File: config.mk
export PLATFORM = sky130hd
export DESIGN_NAME = serial_config_port
export DESIGN_NICKNAME = d
export VERILOG_FILES = /design/src/serial_config_pkg.sv /design/src/serial_port_links.sv /design/src/serial_config_port.sv /design/src/byte_shifter.sv /design/src/reg_bank.sv
export SDC_FILE = /design/constraint.sdc
export NUM_CORES = 1
export LEC_CHECK = 0
export ABC_AREA = 1
export BUFFER_PORTS_ARGS = -buffer_cell sky130_fd_sc_hd__clkbuf_2
export CAP_MARGIN = 40
export CORE_MARGIN = 2
export CORE_UTILIZATION = 50
export DETAILED_ROUTE_END_ITERATION = 10
export PLACE_DENSITY = 0.66
export SETUP_SLACK_MARGIN = 0.1
export SYNTH_ARGS = -nofsm -noshare
export SYNTH_HDL_FRONTEND = slang
export SYNTH_SLANG_ARGS = --single-unit
File: constraint.sdc
create_clock -name clk -period 5.98 [get_ports clk]
set_clock_uncertainty 0.15 [all_clocks]
set_input_delay 0.598 -clock clk [delete_from_list [all_inputs] [get_ports clk]]
set_output_delay 0.598 -clock clk [all_outputs]
set_load 0.1 [all_outputs]
File: src/serial_config_pkg.sv
package serial_config_pkg;
  localparam int DATA_W = 8;
  localparam int ADDR_W = 5;
  localparam int REG_DEPTH = 32;
  localparam int BIT_CNT_W = 3;
  localparam logic [BIT_CNT_W-1:0] LAST_BIT = 3'h7;
  localparam logic [ADDR_W-1:0] CFG_ADDR = 5'h00;
  localparam int CFG_FOUR_WIRE_BIT = 7;
  localparam int CFG_LSB_FIRST_BIT = 6;
  localparam logic [DATA_W-1:0] CFG_RESET = 8'h00;
  localparam int HDR_DIR_BIT = 7;
  localparam int HDR_CNT_MSB = 6;
  localparam int HDR_CNT_LSB = 5;
  localparam int HDR_ADDR_MSB = 4;
  localparam int HDR_ADDR_LSB = 0;
  localparam logic [1:0] LAST_BYTE = 2'h0;
  localparam logic [1:0] BYTE_STEP = 2'h1;
  localparam logic [ADDR_W-1:0] ADDR_STEP = 5'h01;

  typedef enum logic [4:0] {
    ST_IDLE = 5'b00001,
    ST_HEADER = 5'b00010,
    ST_WRITE = 5'b00100,
    ST_READ = 5'b01000,
    ST_DONE = 5'b10000
  } port_state_t;
endpackage

File: src/serial_port_links.sv
`timescale 1ns/1ps
// Control bundle between the port sequencer and its byte shifter
interface shift_if;
  import serial_config_pkg::*;
  logic op_load;
  logic op_shift;
  logic bit_in;
  logic lsb_first;
  logic [DATA_W-1:0] load_data;
  logic [DATA_W-1:0] in_full;
  logic pick_load;
  logic pick_cur;
  modport ctrl(output op_load, output op_shift, output bit_in, output lsb_first,
               output load_data, input in_full, input pick_load, input pick_cur);
  modport shifter(input op_load, input op_shift, input bit_in, input lsb_first,
                  input load_data, output in_full, output pick_load, output pick_cur);
endinterface

// Write and registered-read port of the register bank
interface mem_if;
  import serial_config_pkg::*;
  logic we;
  logic [ADDR_W-1:0] waddr;
  logic [DATA_W-1:0] wdata;
  logic re;
  logic [ADDR_W-1:0] raddr;
  logic [DATA_W-1:0] rdata;
  modport ctrl(output we, output waddr, output wdata, output re, output raddr,
               input rdata);
  modport mem(input we, input waddr, input wdata, input re, input raddr,
              output rdata);
endinterface

File: src/serial_config_port.sv
`timescale 1ns/1ps
// Behaviour
// - Default port is three wires: clock, active-low select, one two-way data line.
// - Select high puts both data line and serial output line in high impedance.
// - In three-wire mode the serial output line never drives.
// - Config register bit 7 moves read data to the serial output line.
// - In four-wire mode the output line drives only during read data bits.
// - Every transfer opens with an eight-bit header, data follows without gap.
// - Header top bit one means read, zero means write.
// - Next two header bits give the byte count, one to four.
// - Low five header bits give the register address.
// - Config bit 6 selects least significant bit first; reset value zero.
// - Most-significant-first: header names last register, address decrements per byte.
// - Least-significant-first: header names first register, address increments per byte.
// - Header bits are sampled on rising serial clock edges after select falls.
// - Write data bits are captured on rising edges of eight following cycles.
// - Byte transfer with address step repeats until the counted bytes are moved.
// - Read data bits are driven on falling edges of eight following cycles.
// - In four-wire reads the two-way data line stays in high impedance.
module serial_config_port import serial_config_pkg::*; #(
  parameter int DEPTH = REG_DEPTH
) (
  input wire logic clk,
  input wire logic srst,
  input wire logic clk_en,
  input wire logic sclk,
  input wire logic port_select_n,
  input wire logic sdio_in,
  output logic sdio_out,
  output logic sdio_oe,
  output logic serial_output_line,
  output logic serial_output_line_oe,
  output logic cfg_four_wire,
  output logic cfg_lsb_first,
  output logic reg_wr_stb,
  output logic [ADDR_W-1:0] reg_wr_addr,
  output logic [DATA_W-1:0] reg_wr_data
);
  // Control bundles to the byte shifter and the register bank
  shift_if sif();
  mem_if mif();

  // Sequencer state, each register except sclk_d_reg beside its next value
  port_state_t state_reg;
  port_state_t state_next;
  logic sclk_d_reg;
  logic [BIT_CNT_W-1:0] bit_cnt_reg;
  logic [BIT_CNT_W-1:0] bit_cnt_next;
  logic [1:0] bytes_left_reg;
  logic [1:0] bytes_left_next;
  logic [ADDR_W-1:0] addr_reg;
  logic [ADDR_W-1:0] addr_next;
  logic need_load_reg;
  logic need_load_next;
  logic rd_cfg_reg;
  logic rd_cfg_next;
  logic [DATA_W-1:0] cfg_reg;
  logic [DATA_W-1:0] cfg_next;
  logic sdio_out_reg;
  logic sdio_out_next;
  logic sdio_oe_reg;
  logic sdio_oe_next;
  logic sol_reg;
  logic sol_next;
  logic sol_oe_reg;
  logic sol_oe_next;
  logic wr_stb_reg;
  logic wr_stb_next;
  logic [ADDR_W-1:0] wr_addr_reg;
  logic [ADDR_W-1:0] wr_addr_next;
  logic [DATA_W-1:0] wr_data_reg;
  logic [DATA_W-1:0] wr_data_next;

  // Helpers decoded from registered state and the pins
  logic sclk_rise;
  logic sclk_fall;
  logic four_wire;
  logic lsb_first;
  logic [ADDR_W-1:0] addr_stepped;
  logic [DATA_W-1:0] rd_byte;
  logic out_bit;

  // One shift register serves header, write data and read data alike,
  // since the port never receives and sends in the same bit slot
  byte_shifter u_shifter (
    .clk(clk),
    .srst(srst),
    .clk_en(clk_en),
    .sif(sif)
  );

  // Bank read data are registered, so every fetch is issued at least a clk
  // before the falling serial clock edge that needs the byte
  reg_bank #(.DEPTH(DEPTH)) u_bank (
    .clk(clk),
    .clk_en(clk_en),
    .mif(mif)
  );

  // Pins are synchronous to clk, so a one-cycle delayed copy finds the edges;
  // the serial clock must stay at each level for at least one clk cycle
  assign sclk_rise = sclk & ~sclk_d_reg;
  assign sclk_fall = ~sclk & sclk_d_reg;

  assign four_wire = cfg_reg[CFG_FOUR_WIRE_BIT];
  assign lsb_first = cfg_reg[CFG_LSB_FIRST_BIT];

  // Next register of a burst: down for MSB-first, up for LSB-first
  assign addr_stepped = lsb_first ? (addr_reg + ADDR_STEP) : (addr_reg - ADDR_STEP);

  // The config register lives here, not in the bank, so it steers the port directly
  assign rd_byte = rd_cfg_reg ? cfg_reg : mif.rdata;

  // Both header and data use the same bit order
  assign sif.lsb_first = lsb_first;
  assign sif.load_data = rd_byte;

  // Sequencer next state, shifter control and register bank access
  always_comb begin
    state_next = state_reg;
    bit_cnt_next = bit_cnt_reg;
    bytes_left_next = bytes_left_reg;
    addr_next = addr_reg;
    need_load_next = need_load_reg;
    rd_cfg_next = rd_cfg_reg;
    cfg_next = cfg_reg;
    sdio_out_next = sdio_out_reg;
    sdio_oe_next = sdio_oe_reg;
    sol_next = sol_reg;
    sol_oe_next = sol_oe_reg;
    wr_stb_next = 1'b0;
    wr_addr_next = wr_addr_reg;
    wr_data_next = wr_data_reg;
    // No shift, no bank access unless a serial clock edge asks for one
    sif.op_load = 1'b0;
    sif.op_shift = 1'b0;
    sif.bit_in = sdio_in;
    mif.we = 1'b0;
    mif.waddr = addr_reg;
    mif.wdata = sif.in_full;
    mif.re = 1'b0;
    mif.raddr = addr_stepped;
    out_bit = sif.pick_cur;
    if (port_select_n) begin
      // A deselect aborts whatever is in flight; a partial write byte is lost
      // and the bank is left untouched by it; bytes completed before the cut stay written
      state_next = ST_IDLE;
      bit_cnt_next = '0;
      need_load_next = 1'b0;
      sdio_oe_next = 1'b0;
      sol_oe_next = 1'b0;
    end else begin
      unique case (state_reg)
        ST_IDLE, ST_HEADER: begin
          // Bit count is already zero here, so the first rise is header bit one
          state_next = ST_HEADER;
          if (sclk_rise) begin
            sif.op_shift = 1'b1;
            bit_cnt_next = bit_cnt_reg + 3'h1;
            if (bit_cnt_reg == LAST_BIT) begin
              // Header complete, data bytes follow with no gap
              bytes_left_next = sif.in_full[HDR_CNT_MSB:HDR_CNT_LSB];
              addr_next = sif.in_full[HDR_ADDR_MSB:HDR_ADDR_LSB];
              if (sif.in_full[HDR_DIR_BIT]) begin
                state_next = ST_READ;
                // Fetch the first byte now; its leading bit leaves at the next fall
                need_load_next = 1'b1;
                mif.re = 1'b1;
                mif.raddr = sif.in_full[HDR_ADDR_MSB:HDR_ADDR_LSB];
                rd_cfg_next = (sif.in_full[HDR_ADDR_MSB:HDR_ADDR_LSB] == CFG_ADDR);
              end else begin
                state_next = ST_WRITE;
              end
            end
          end
        end
        ST_WRITE: begin
          if (sclk_rise) begin
            sif.op_shift = 1'b1;
            bit_cnt_next = bit_cnt_reg + 3'h1;
            if (bit_cnt_reg == LAST_BIT) begin
              // Undefined bits are stored as sent; the host keeps them zero.
              // Config writes skip the bank so a new mode steers the next byte.
              if (addr_reg == CFG_ADDR) begin
                cfg_next = sif.in_full;
              end else begin
                mif.we = 1'b1;
              end
              wr_stb_next = 1'b1;
              wr_addr_next = addr_reg;
              wr_data_next = sif.in_full;
              if (bytes_left_reg == LAST_BYTE) begin
                state_next = ST_DONE;
              end else begin
                bytes_left_next = bytes_left_reg - BYTE_STEP;
                addr_next = addr_stepped;
              end
            end
          end
        end
        ST_READ: begin
          if (sclk_fall) begin
            // A load sends the leading bit of a fresh byte; other falls send the
            // bit that the previous fall left at the front of the shifter
            if (need_load_reg) begin
              sif.op_load = 1'b1;
              out_bit = sif.pick_load;
              need_load_next = 1'b0;
            end else begin
              sif.op_shift = 1'b1;
              sif.bit_in = 1'b0;
            end
            // Only one of the two pins drives, chosen by the port mode
            sdio_out_next = out_bit;
            sol_next = out_bit;
            sdio_oe_next = ~four_wire;
            sol_oe_next = four_wire;
          end else if (sclk_rise) begin
            // Rises only count bits; the data line is not sampled during a read
            bit_cnt_next = bit_cnt_reg + 3'h1;
            if (bit_cnt_reg == LAST_BIT) begin
              if (bytes_left_reg == LAST_BYTE) begin
                state_next = ST_DONE;
              end else begin
                // Fetch the next byte now; it is needed at the following fall
                bytes_left_next = bytes_left_reg - BYTE_STEP;
                addr_next = addr_stepped;
                mif.re = 1'b1;
                rd_cfg_next = (addr_stepped == CFG_ADDR);
                need_load_next = 1'b1;
              end
            end
          end
        end
        ST_DONE: begin
          // Extra clocks after the counted bytes are ignored
          if (sclk_fall) begin
            sdio_oe_next = 1'b0;
            sol_oe_next = 1'b0;
          end
        end
        default: begin
          // Only reachable through an upset; drop to ST_IDLE, which enters ST_HEADER on the next clock without waiting for a new frame
          state_next = ST_IDLE;
        end
      endcase
    end
  end

  // All port state, frozen while clk_en is low
  always_ff @(posedge clk) begin
    if (srst) begin
      state_reg <= ST_IDLE;
      sclk_d_reg <= 1'b0;
      bit_cnt_reg <= '0;
      bytes_left_reg <= '0;
      addr_reg <= '0;
      need_load_reg <= 1'b0;
      rd_cfg_reg <= 1'b0;
      cfg_reg <= CFG_RESET;
      sdio_out_reg <= 1'b0;
      sdio_oe_reg <= 1'b0;
      sol_reg <= 1'b0;
      sol_oe_reg <= 1'b0;
      wr_stb_reg <= 1'b0;
      wr_addr_reg <= '0;
      wr_data_reg <= '0;
    end else if (clk_en) begin
      state_reg <= state_next;
      sclk_d_reg <= sclk;
      bit_cnt_reg <= bit_cnt_next;
      bytes_left_reg <= bytes_left_next;
      addr_reg <= addr_next;
      need_load_reg <= need_load_next;
      rd_cfg_reg <= rd_cfg_next;
      cfg_reg <= cfg_next;
      sdio_out_reg <= sdio_out_next;
      sdio_oe_reg <= sdio_oe_next;
      sol_reg <= sol_next;
      sol_oe_reg <= sol_oe_next;
      wr_stb_reg <= wr_stb_next;
      wr_addr_reg <= wr_addr_next;
      wr_data_reg <= wr_data_next;
    end
  end

  // Every output is a register bit; nothing is gated after the flops, so the
  // pins cannot glitch while the sequencer decodes
  assign sdio_out = sdio_out_reg;
  assign sdio_oe = sdio_oe_reg;
  assign serial_output_line = sol_reg;
  assign serial_output_line_oe = sol_oe_reg;

  // Mode bits are shown as they stand, for the device's other logic
  assign cfg_four_wire = cfg_reg[CFG_FOUR_WIRE_BIT];
  assign cfg_lsb_first = cfg_reg[CFG_LSB_FIRST_BIT];

  // One pulse per stored byte; address and data hold until the next one
  assign reg_wr_stb = wr_stb_reg;
  assign reg_wr_addr = wr_addr_reg;
  assign reg_wr_data = wr_data_reg;
endmodule

File: src/byte_shifter.sv
`timescale 1ns/1ps
module byte_shifter import serial_config_pkg::*; (
  input wire logic clk,
  input wire logic srst,
  input wire logic clk_en,
  shift_if.shifter sif
);
  logic [DATA_W-1:0] data_reg;
  logic [DATA_W-1:0] data_next;

  // Shift towards the end that leaves the wire first
  function automatic logic [DATA_W-1:0] shift_one(input logic [DATA_W-1:0] v,
                                                   input logic b, input logic lsb);
    shift_one = lsb ? {b, v[DATA_W-1:1]} : {v[DATA_W-2:0], b};
  endfunction

  function automatic logic pick(input logic [DATA_W-1:0] v, input logic lsb);
    pick = lsb ? v[0] : v[DATA_W-1];
  endfunction

  // Completed byte includes the bit arriving this cycle
  assign sif.in_full = shift_one(data_reg, sif.bit_in, sif.lsb_first);
  assign sif.pick_load = pick(sif.load_data, sif.lsb_first);
  assign sif.pick_cur = pick(data_reg, sif.lsb_first); // Front bit left by the previous fall

  // Load already drops the bit that goes out with the load itself
  always_comb begin
    data_next = data_reg;
    if (sif.op_load) begin
      data_next = shift_one(sif.load_data, 1'b0, sif.lsb_first);
    end else if (sif.op_shift) begin
      data_next = sif.in_full;
    end
  end

  always_ff @(posedge clk) begin
    if (srst) begin
      data_reg <= '0;
    end else if (clk_en) begin
      data_reg <= data_next;
    end
  end
endmodule

File: src/reg_bank.sv
`timescale 1ns/1ps
module reg_bank import serial_config_pkg::*; #(
  parameter int DEPTH = REG_DEPTH
) (
  input wire logic clk,
  input wire logic clk_en,
  mem_if.mem mif
);
  logic [DATA_W-1:0] mem [DEPTH];
  logic [DATA_W-1:0] rdata_reg;

  // Contents are not reset; software is expected to program what it uses
  always_ff @(posedge clk) begin
    if (clk_en) begin
      if (mif.we) begin
        mem[mif.waddr] <= mif.wdata;
      end
      if (mif.re) begin
        rdata_reg <= mem[mif.raddr];
      end
    end
  end

  assign mif.rdata = rdata_reg;
endmodule

# Word level (Yosys, flattened, before mapping)
# Memories as Yosys holds them, arrays and structs flattened. A register that Yosys moved wholly into a read port is not among the register bits.
# Cells that the tools add are included.
# classes
n_mux,99
add_sub_neg,4
eq_ne,23
reduce_logical,23
bitwise,6
# ops
op,n
$mux 5,17
$mux 1,55
$mux 8,5
$pmux 5 s4,1
$ne 3x3->1 const B,6
$ne 2x2->1 const B,8
$logic_not 5->1,3
$pmux 5 s3,1
$mux 2,6
$mux 4,3
$ne 4x4->1 const B,3
$pmux 1 s2,6
$reduce_and 6->1,2
$reduce_bool 3->1,4
$reduce_and 10->1,1
$mux 3,3
$reduce_and 4->1,2
$reduce_and 8->1,1
$pmux 2 s3,1
$pmux 3 s2,1
$reduce_and 3->1,2
$add 5x1->5 const B,1
$eq 5x1->1 const B,1
$eq 5x2->1 const B,1
15 further kinds,21
# totals
n_memories,1
wordCells,171
in_bits,6
ram_bits,256
out_inout_bits,20
ff_bits,51
# memory_table
name,words,width,rd,rd_clocked_by_memory_dff,write_ports,line,rtl
u_bank.mem,32,8,1,1,1,reg_bank.sv:9,logic [DATA_W-1:0] mem [DEPTH];

# Logic depth before layout (Yosys ltp)
# Gate-level depths: netlist of the first run.
# logic_depth
word_depth,12
depth_mapped,18
depth_no_buf,16

# Cells and area by module
# A second synthesis of the first run with hierarchy kept.
# hier_totals
hier_cells,1436
area_unflattened_um2,14132.3
# by_module_without_submodules
module,seq_area_each_um2,n_inst,area_per_inst_um2,cells_each
reg_bank,7927.6,1,10877.9,926
serial_config_port,860.8,1,2645.0,407
byte_shifter,160.2,1,609.3,103

# Worst setup path before layout of the first run
# No wires, ideal clock.
# synth_path
kind,flip-flop to flip-flop
startpoint,register cfg_reg[6]
endpoint,"register u_bank.rdata_reg[5] (netlist: u_bank.mif.rdata[5]) (read register of u_bank.mem), data pin"
path_stages_with_launch,16
period_less_slack_ns,3.507
path_slack_ns,2.473
setup_time_ns,0.253
arrival_ns,3.104
required_time_ns,5.577
path_buffers,3
cell_sequence,dfxtp_1 -> buf_2 -> inv_2 -> clkbuf_1 -> ha_1 -> a21oi_1 -> nand2_1 -> xnor2_1 -> nand2_1 -> o21ai_2 -> inv_2 -> clkbuf_1 -> nand3_1 -> nand2_1 -> nand2_1 -> nand2_1
# synth_via
elab_chain_cells,7
elab_cells_between_ends,13
cone_classes,mux: 12; reduce/logical: 1
# synth_lines
element,line,rtl
"start, declared",serial_config_port.sv:57,logic [DATA_W-1:0] cfg_reg;
"start signal, assigned",serial_config_port.sv:276,cfg_reg <= cfg_next;
$mux 8,byte_shifter.sv:14,"shift_one = lsb ? {b, v[DATA_W-1:1]} : {v[DATA_W-2:0], b};"
$mux 1,serial_config_port.sv:164,if (sif.in_full[HDR_DIR_BIT]) begin
$mux 1,serial_config_port.sv:160,if (bit_cnt_reg == LAST_BIT) begin
$mux 1,serial_config_port.sv:157,if (sclk_rise) begin
$pmux 1 s2,serial_config_port.sv:153,unique case (state_reg)
$mux 1,serial_config_port.sv:144,if (port_select_n) begin
$reduce_and 2->1 (no line),--,
"end, declared",reg_bank.sv:10,logic [DATA_W-1:0] rdata_reg;
# Parallel ways exist; a longest one is shown, timed or not.
# A chain may end at the register's enable or synchronous reset.

# Worst setup path in the final report of the first run
# layout_path
startpoint,register cfg_reg[6]
endpoint,"register u_bank.rdata_reg[2] (netlist: u_bank.mif.rdata[2]) (read register of u_bank.mem), data pin"
# layout_via
elab_chain_cells,7
elab_cells_between_ends,13
cone_classes,mux: 12; reduce/logical: 1
# layout_lines
element,line,rtl
$mux 8 (*),byte_shifter.sv:14,
via mif.wdata[7],serial_port_links.sv:24,logic [DATA_W-1:0] wdata;
$mux 1,serial_config_port.sv:164,
$mux 1,serial_config_port.sv:160,
$mux 1,serial_config_port.sv:157,
$pmux 1 s2,serial_config_port.sv:153,
$mux 1,serial_config_port.sv:144,
$reduce_and 2->1 (no line),--,
# The timed path passes the listed nets; every way through them passes the cells marked *.

==> out/qor.csv, run 1 <==
stage,metric,value,unit
clocking,htreeDepth,2,
timing,drv_slew,0,
placement,portBuffers,25,
power,p_int,3.75,mW
critical_path,r2r-start,cfg_reg[6]$_SDFFE_PP0P_,
logic_synthesis,syn_area,0.0146,mm^2
floorplan,dieArea,0.0307,mm^2
clocking,cts_buffers,34,
clocking,cts_resized,0,
clocking,root_buffer,clkbuf_16,
power,power_frac_clock,41.7,%
logic_synthesis,yosys.area.top_type,edfxtp_1,
critical_path,rr_worst_depth,15,
route,route.detailed.drc,0,
power,power_density,302,mW/mm^2
route,drtAntennaViolNets,0,
layout,final_cell_mix,"inv_1, nand2_1, nand3_1",
route,viasPerCell,5.38,
grt,grt.total_usage,24.2,%
power,fin_total_pwr,4.91,mW
power,combPwrFrac,9.5,%
timing,fin_setup_tns,0,ps
route,wl,36.3,mm
clocking,postCtsSetupRepairBufs,0,
critical_path,worst-path-max-fanout,39,
clocking,cts_buffer_depth,3,
layout,largest_register_ff_count,256,
route,avgRoutedWirePerCell,18.2,um
grt,antenna_found_initial,0,
critical_path,end_kind,flop,
route,drtIter0Drc,1090,
logic_synthesis,ys_top_cells_by_area,"edfxtp_1, nand3_1, inv_1, nand2_1, dfxtp_1",
grt,grt-ovfl-total,0,
hold_path,hp-start,sclk,
hold_path,min_to,sclk_d_reg$_SDFFE_PP0P_,
route,drtPass1Iterations,6,
grt,grt_pass1_vias,10128,
layout,diodes,0,
floorplan,ios,26,
power,power.switching,1.16,mW
logic_synthesis,synth_cell_types,40,
floorplan,initial_core_util,50.9,%
clocking,cts.sinks,315,
route,vias,10736,
hold_path,min-delay-path-class,input pin to flop,
logic_synthesis,ys_seq_area_share,61.1,%
placement,place_congestion,0.908,
critical_path,reg2reg_to,u_bank.mif.rdata[2]$_DFFE_PP_,
clocking,clk_latency,510,ps
floorplan,die_y,175,um
clocking,clkSlewWorstSetupHoldPaths,60,ps
placement,dpl.hpwl,22.9,mm
layout,syn_to_final_growth,11.0,%
timing,finalCritPeriodShare,72.0,%
power,leakage,6.92,nW
critical_path,crit_required,6090,ps
timing,tightest_slew,876,ps
timing,fmax,232,MHz
layout,layout-drive-gt1-share,8.44,%
timing,setup_viol,0,
power,ir_drop,0.184,mV
logic_synthesis,synth_seq_cells,315,
logic_synthesis,syn-instance-count,1562,
logic_synthesis,yosysWarnings,0,
power,seqPwrFrac,48.8,%
clocking,hold_buffers,0,
layout,fin_nets,1601,
logic_synthesis,avgSynthCellArea,9.37,um^2
critical_path,r2r_slack,1670,ps
outcome,status,"complete, no violations",
floorplan,rows,62,
power,power_switching_share,23.7,%
timing,rsz0062_at_grt,no,
floorplan,die_w,175,um
timing,whs,207,ps
clocking,cts_tree,yes,
critical_path,worst_ep_arrival_time,4410,ps
timing,slew_headroom,41.4,%
logic_synthesis,yosys.area.top_type_share,54.1,%
timing,min_period,4310,ps
grt,grt_max_degree,54,
placement,dp.cells,1935,
timing,hold_viol,0,
grt,grt_pass1_wl,57.6,mm
flow_run,maxCapViolCount,0,
hold_path,whs_path_depth,3,
layout,final-instance-count-excl-fill,1995,
layout,largest-register,u_bank.mem,
critical_path,worstSetupPathType,flop to flop,
critical_path,critPathLaunchType,flop,
layout,final_common_cell,inv_1,
floorplan,core,0.0288,mm^2
[cell families after synthesis]
group	after synthesis	synth area share, %
xor+xnor	4	0.239
compound gates	131	5.05
simple gates	709	21.8
flops	315	61.1
buf+inv	393	11.0
mux	1	0.0684
fa+ha+maj	8	0.735
other cells	1	0.0256
[power groups by stage]
| stage | clock (mW) | sequential (mW) | combinational, mW |
|---|---|---|---|
| final | 2.05 | 2.40 | 0.469 |
| after floorplan | 0 | 2.44 | 0.320 |
| after global placement | 0 | 2.44 | 0.450 |
| after global routing | 2.16 | 2.40 | 0.522 |
| after CTS | 2.08 | 2.40 | 0.468 |
| after detailed placement | 0 | 2.44 | 0.468 |
[synthesized netlist by cell type (all sizes together)]
cell type,number
nand3,302
o2111ai,1
nor3,5
mux2i,1
o211ai,6
a31oi,6
nand3b,3
ha,7
fa,1
o32ai,1
conb,1
a211oi,11
xnor2,4
a221oi,1
clkbuf,25
buf,48
nor2,77
edfxtp,264
and2,1
nand4,7
dfxtp,51
nand2,314
a21oi,41
inv,320
o21ai,64
[per-layer routing]
metal	GRT usage, %	wire (um)	vias up
met2	38.4	16900	467
met3	3.79	3060	75
met5	0	0	-
met1	34.4	15400	5042
met4	7.53	979	0
li1	-	-	5152
[worst max-delay path: stages, from the launching register on]
cell and delay (ps):
dfxtp_1 650, buf_8 230, inv_2 130, nand2_1 180, nand2_4 280, nand3_2 380, nand2_2 300, nand2_2 660
buf_4 430, nand2_1 80, nand3_1 80, nand3_1 120, nand3_1 150, nand2_1 60, nand2_1 70, nand2_1 60
[worst max path at each step]
stage,from,end,slack [ps],cells past startpoint
finish,cfg_reg[6]$_SDFFE_PP0P_,u_bank.mif.rdata[2]$_DFFE_PP_,1670,15
global route,cfg_reg[6]$_SDFFE_PP0P_,u_bank.mif.rdata[6]$_DFFE_PP_,1330,15
CTS,cfg_reg[6]$_SDFFE_PP0P_,u_bank.mif.rdata[2]$_DFFE_PP_,1740,15
detailed placement,port_select_n,u_bank.mif.rdata[2]$_DFFE_PP_,1600,16
global placement,cfg_reg[6]$_SDFFE_PP0P_,u_bank.mif.rdata[2]$_DFFE_PP_,1510,14
floorplan,cfg_reg[6]$_SDFFE_PP0P_,u_bank.mif.rdata[5]$_DFFE_PP_,2470,15
[through the flow]
stage               area [um^2]  util (%)  worst slack (ps)
CTS                       16300      56.5              1740
global route              16300      56.5              1330
detailed placement        15200      52.7              1600
floorplan                 14700         -              2470
global placement          15000      52.2              1510
finish                    16300      56.5              1670
[cell type report]
type	instances	area, um^2
Multi-Input combinational cell	861	4140
Sequential cell	315	8950
Clock buffer	51	988
Timing Repair Buffer	55	407
Fill cell	2499	12500
Inverter	320	1200
Clock inverter	9	92.6
Tap cell	384	480
Note: power is estimated with default switching activity, not from simulation.
==> run 2, diff against run 1 <==
==> constraint.sdc (replaced) <==
create_clock -name clk -period 4.2 [get_ports clk]
set_clock_uncertainty 0.15 [all_clocks]
set_input_delay 0.42 -clock clk [delete_from_list [all_inputs] [get_ports clk]]
set_output_delay 0.42 -clock clk [all_outputs]
set_load 0.1 [all_outputs]
==> run 2 against run 1 <==
Effect of this change: first-iteration DRC count shrank 8.9%; final area is essentially flat; utilization is essentially flat; via count shrank 0.82%; critical endpoint is now u_bank.mem[18][2]$_DFFE_PP_.
==> out/qor.csv, run 2 (synthesized netlist as in run 1, its figures left out) <==
stage,metric,value,unit
flow_run,maxCapViolCount,0,
critical_path,slowest_delay,860,ps
layout,final_cell_mix,"inv_1, nand2_1, nand3_1",
critical_path,reg2reg_to,u_bank.mem[18][2]$_DFFE_PP_,
floorplan,ios,26,
critical_path,crit_family,simple AND/OR/NAND/NOR gates,
layout,diodes,0,
critical_path,crit_chain,ha_1 > ha_1 > inv_1 > nor2_4 > inv_2 > nor3_2 > nand3_1 > nor2_1,
critical_path,critPathLaunchType,flop,
layout,fillCellCount,2532,
power,power_density,421,mW/mm^2
floorplan,dieArea,0.0307,mm^2
grt,grt_pass1_vias,10240,
power,ir_drop,0.300,mV
timing,rsz0062_at_grt,no,
floorplan,die_w,175,um
outcome,status,"complete, no violations",
route,avgRoutedWirePerCell,18.3,um
clocking,root_buffer,clkbuf_16,
clocking,postCtsSetupRepairBufs,0,
grt,use_met1,34.6,%
route,route.detailed.drc,0,
power,leakage,6.92,nW
route,drtIter0Drc,993,
route,vias,10648,
timing,fin_setup_tns,0,ps
layout,fin_nets,1609,
floorplan,rows,62,
grt,grt_max_degree,65,
grt,grt.total_usage,24.5,%
layout,syn_to_final_growth,11.0,%
timing,setup_ws,640,ps
timing,drv_slew,0,
critical_path,worstSetupPathType,flop to flop,
critical_path,crit_path_frequent_cell,ha_1,
timing,slew_headroom,35.3,%
critical_path,worst_ep_arrival_time,3540,ps
layout,layout-drive-gt1-share,8.67,%
route,drtAntennaViolNets,0,
hold_path,min-delay-path-class,input pin to flop,
clocking,cts.sinks,315,
critical_path,crit_required,4180,ps
layout,largest-register,u_bank.mem,
grt,busiest_layer,met2,
critical_path,rr_worst_depth,8,
timing,min_period,3560,ps
clocking,hold_buffers,0,
clocking,cts_tree,yes,
timing,fmax,281,MHz
hold_path,min_to,sclk_d_reg$_SDFFE_PP0P_,
floorplan,core,0.0288,mm^2
grt,antenna_found_initial,0,
critical_path,r2r_slack,640,ps
route,wl,36.5,mm
clocking,cts_buffers,35,
placement,pre_cts_slack,624,ps
placement,place_congestion,0.887,
placement,portBuffers,25,
placement,dpl.hpwl,23.3,mm
grt,grt-ovfl-total,0,
clocking,cts_resized,0,
floorplan,initial_core_util,50.9,%
timing,setup_viol,0,
route,viasPerCell,5.33,
layout,final_common_cell,inv_1,
critical_path,crit_slowest_cell,nor2_1,
critical_path,worst-path-max-fanout,11,
critical_path,end_kind,flop,
clocking,cts_buffer_depth,3,
layout,largest_register_ff_count,256,
timing,tightest_slew,962,ps
critical_path,path_buf_inv,2,
grt,grt_pass1_wl,58.1,mm
hold_path,hp-start,sclk,
clocking,htreeDepth,2,
grt,grt_use_met2,39.8,%
route,drtPass1Iterations,6,
timing,hold_viol,0,
critical_path,r2r-start,bit_cnt_reg[0]$_SDFFE_PP0P_,
hold_path,whs_path_depth,3,
timing,finalCritPeriodShare,84.8,%
clocking,clkSlewWorstSetupHoldPaths,60,ps
clocking,clk_latency,510,ps
power,fin_total_pwr,6.83,mW
grt,grtUsageMet3,3.89,%
floorplan,die_y,175,um
## run 2: routing by layer
layer | part of all wire [%] | vias up
met5 | 0 | -
met4 | 2.0 | 0
met3 | 6.7 | 61
met2 | 47 | 355
li1 | - | 5159
met1 | 44 | 5073
## run 2: area by class of cell
cell class | count | area (um^2) | area share (%)
clock buffers | 45 | 913 | 5.62
clock inverters | 11 | 81.3 | 0.501
inverters | 320 | 1200 | 7.39
multi-input cells | 861 | 4140 | 25.5
flip-flops and latches | 315 | 8950 | 55.1
well taps | 384 | 480 | 2.96
repair buffers | 62 | 485 | 2.99
## run 2: power by group
part           internal [mW]  switching [mW]  leakage, nW
Combinational          0.189           0.475         3.55
Sequential              3.40          0.0120         2.89
Clock                   1.59            1.17        0.484
## run 2: stage by stage
| step | utilization (%) | area [um^2] | cells | hold slack (ps) |
|---|---|---|---|---|
| final | 56.4 | 16200 | 1998 | 21.8 |
| after global placement | 52.9 | 15200 | 1940 | 294 |
| after floorplan | - | 14700 | 1569 | 279 |
| after detailed placement | 53.0 | 15300 | 1942 | 303 |
| after CTS | 56.4 | 16200 | 1998 | 10.8 |
| after global routing | 56.4 | 16200 | 1998 | 37.7 |
## run 2: worst reg2reg max path: cells and delay by family, from the launching register on
family | cells | cell delay, ps
adders and majority gates | 2 | 290
buffers and inverters | 2 | 150
DFF | 1 | 330
and+or+nand+nor | 4 | 2260
## run 2: how the worst max path moves through the flow
| stage | startpoint | to | depth (start not counted) | slack, ps |
|---|---|---|---|---|
| 6_report | bit_cnt_reg[0]$_SDFFE_PP0P_ | u_bank.mem[18][2]$_DFFE_PP_ | 8 | 640 |
| 4_1_cts | bit_cnt_reg[1]$_SDFFE_PP0P_ | u_bank.mem[18][2]$_DFFE_PP_ | 8 | 600 |
| 3_3_place_gp | clk_en | u_bank.mem[18][4]$_DFFE_PP_ | 7 | 600 |
| 2_1_floorplan | cfg_reg[6]$_SDFFE_PP0P_ | u_bank.mif.rdata[5]$_DFFE_PP_ | 15 | 690 |
| 5_1_grt | bit_cnt_reg[0]$_SDFFE_PP0P_ | u_bank.mem[18][2]$_DFFE_PP_ | 8 | 440 |
| 3_5_place_dp | sclk | u_bank.mem[18][2]$_DFFE_PP_ | 9 | 620 |
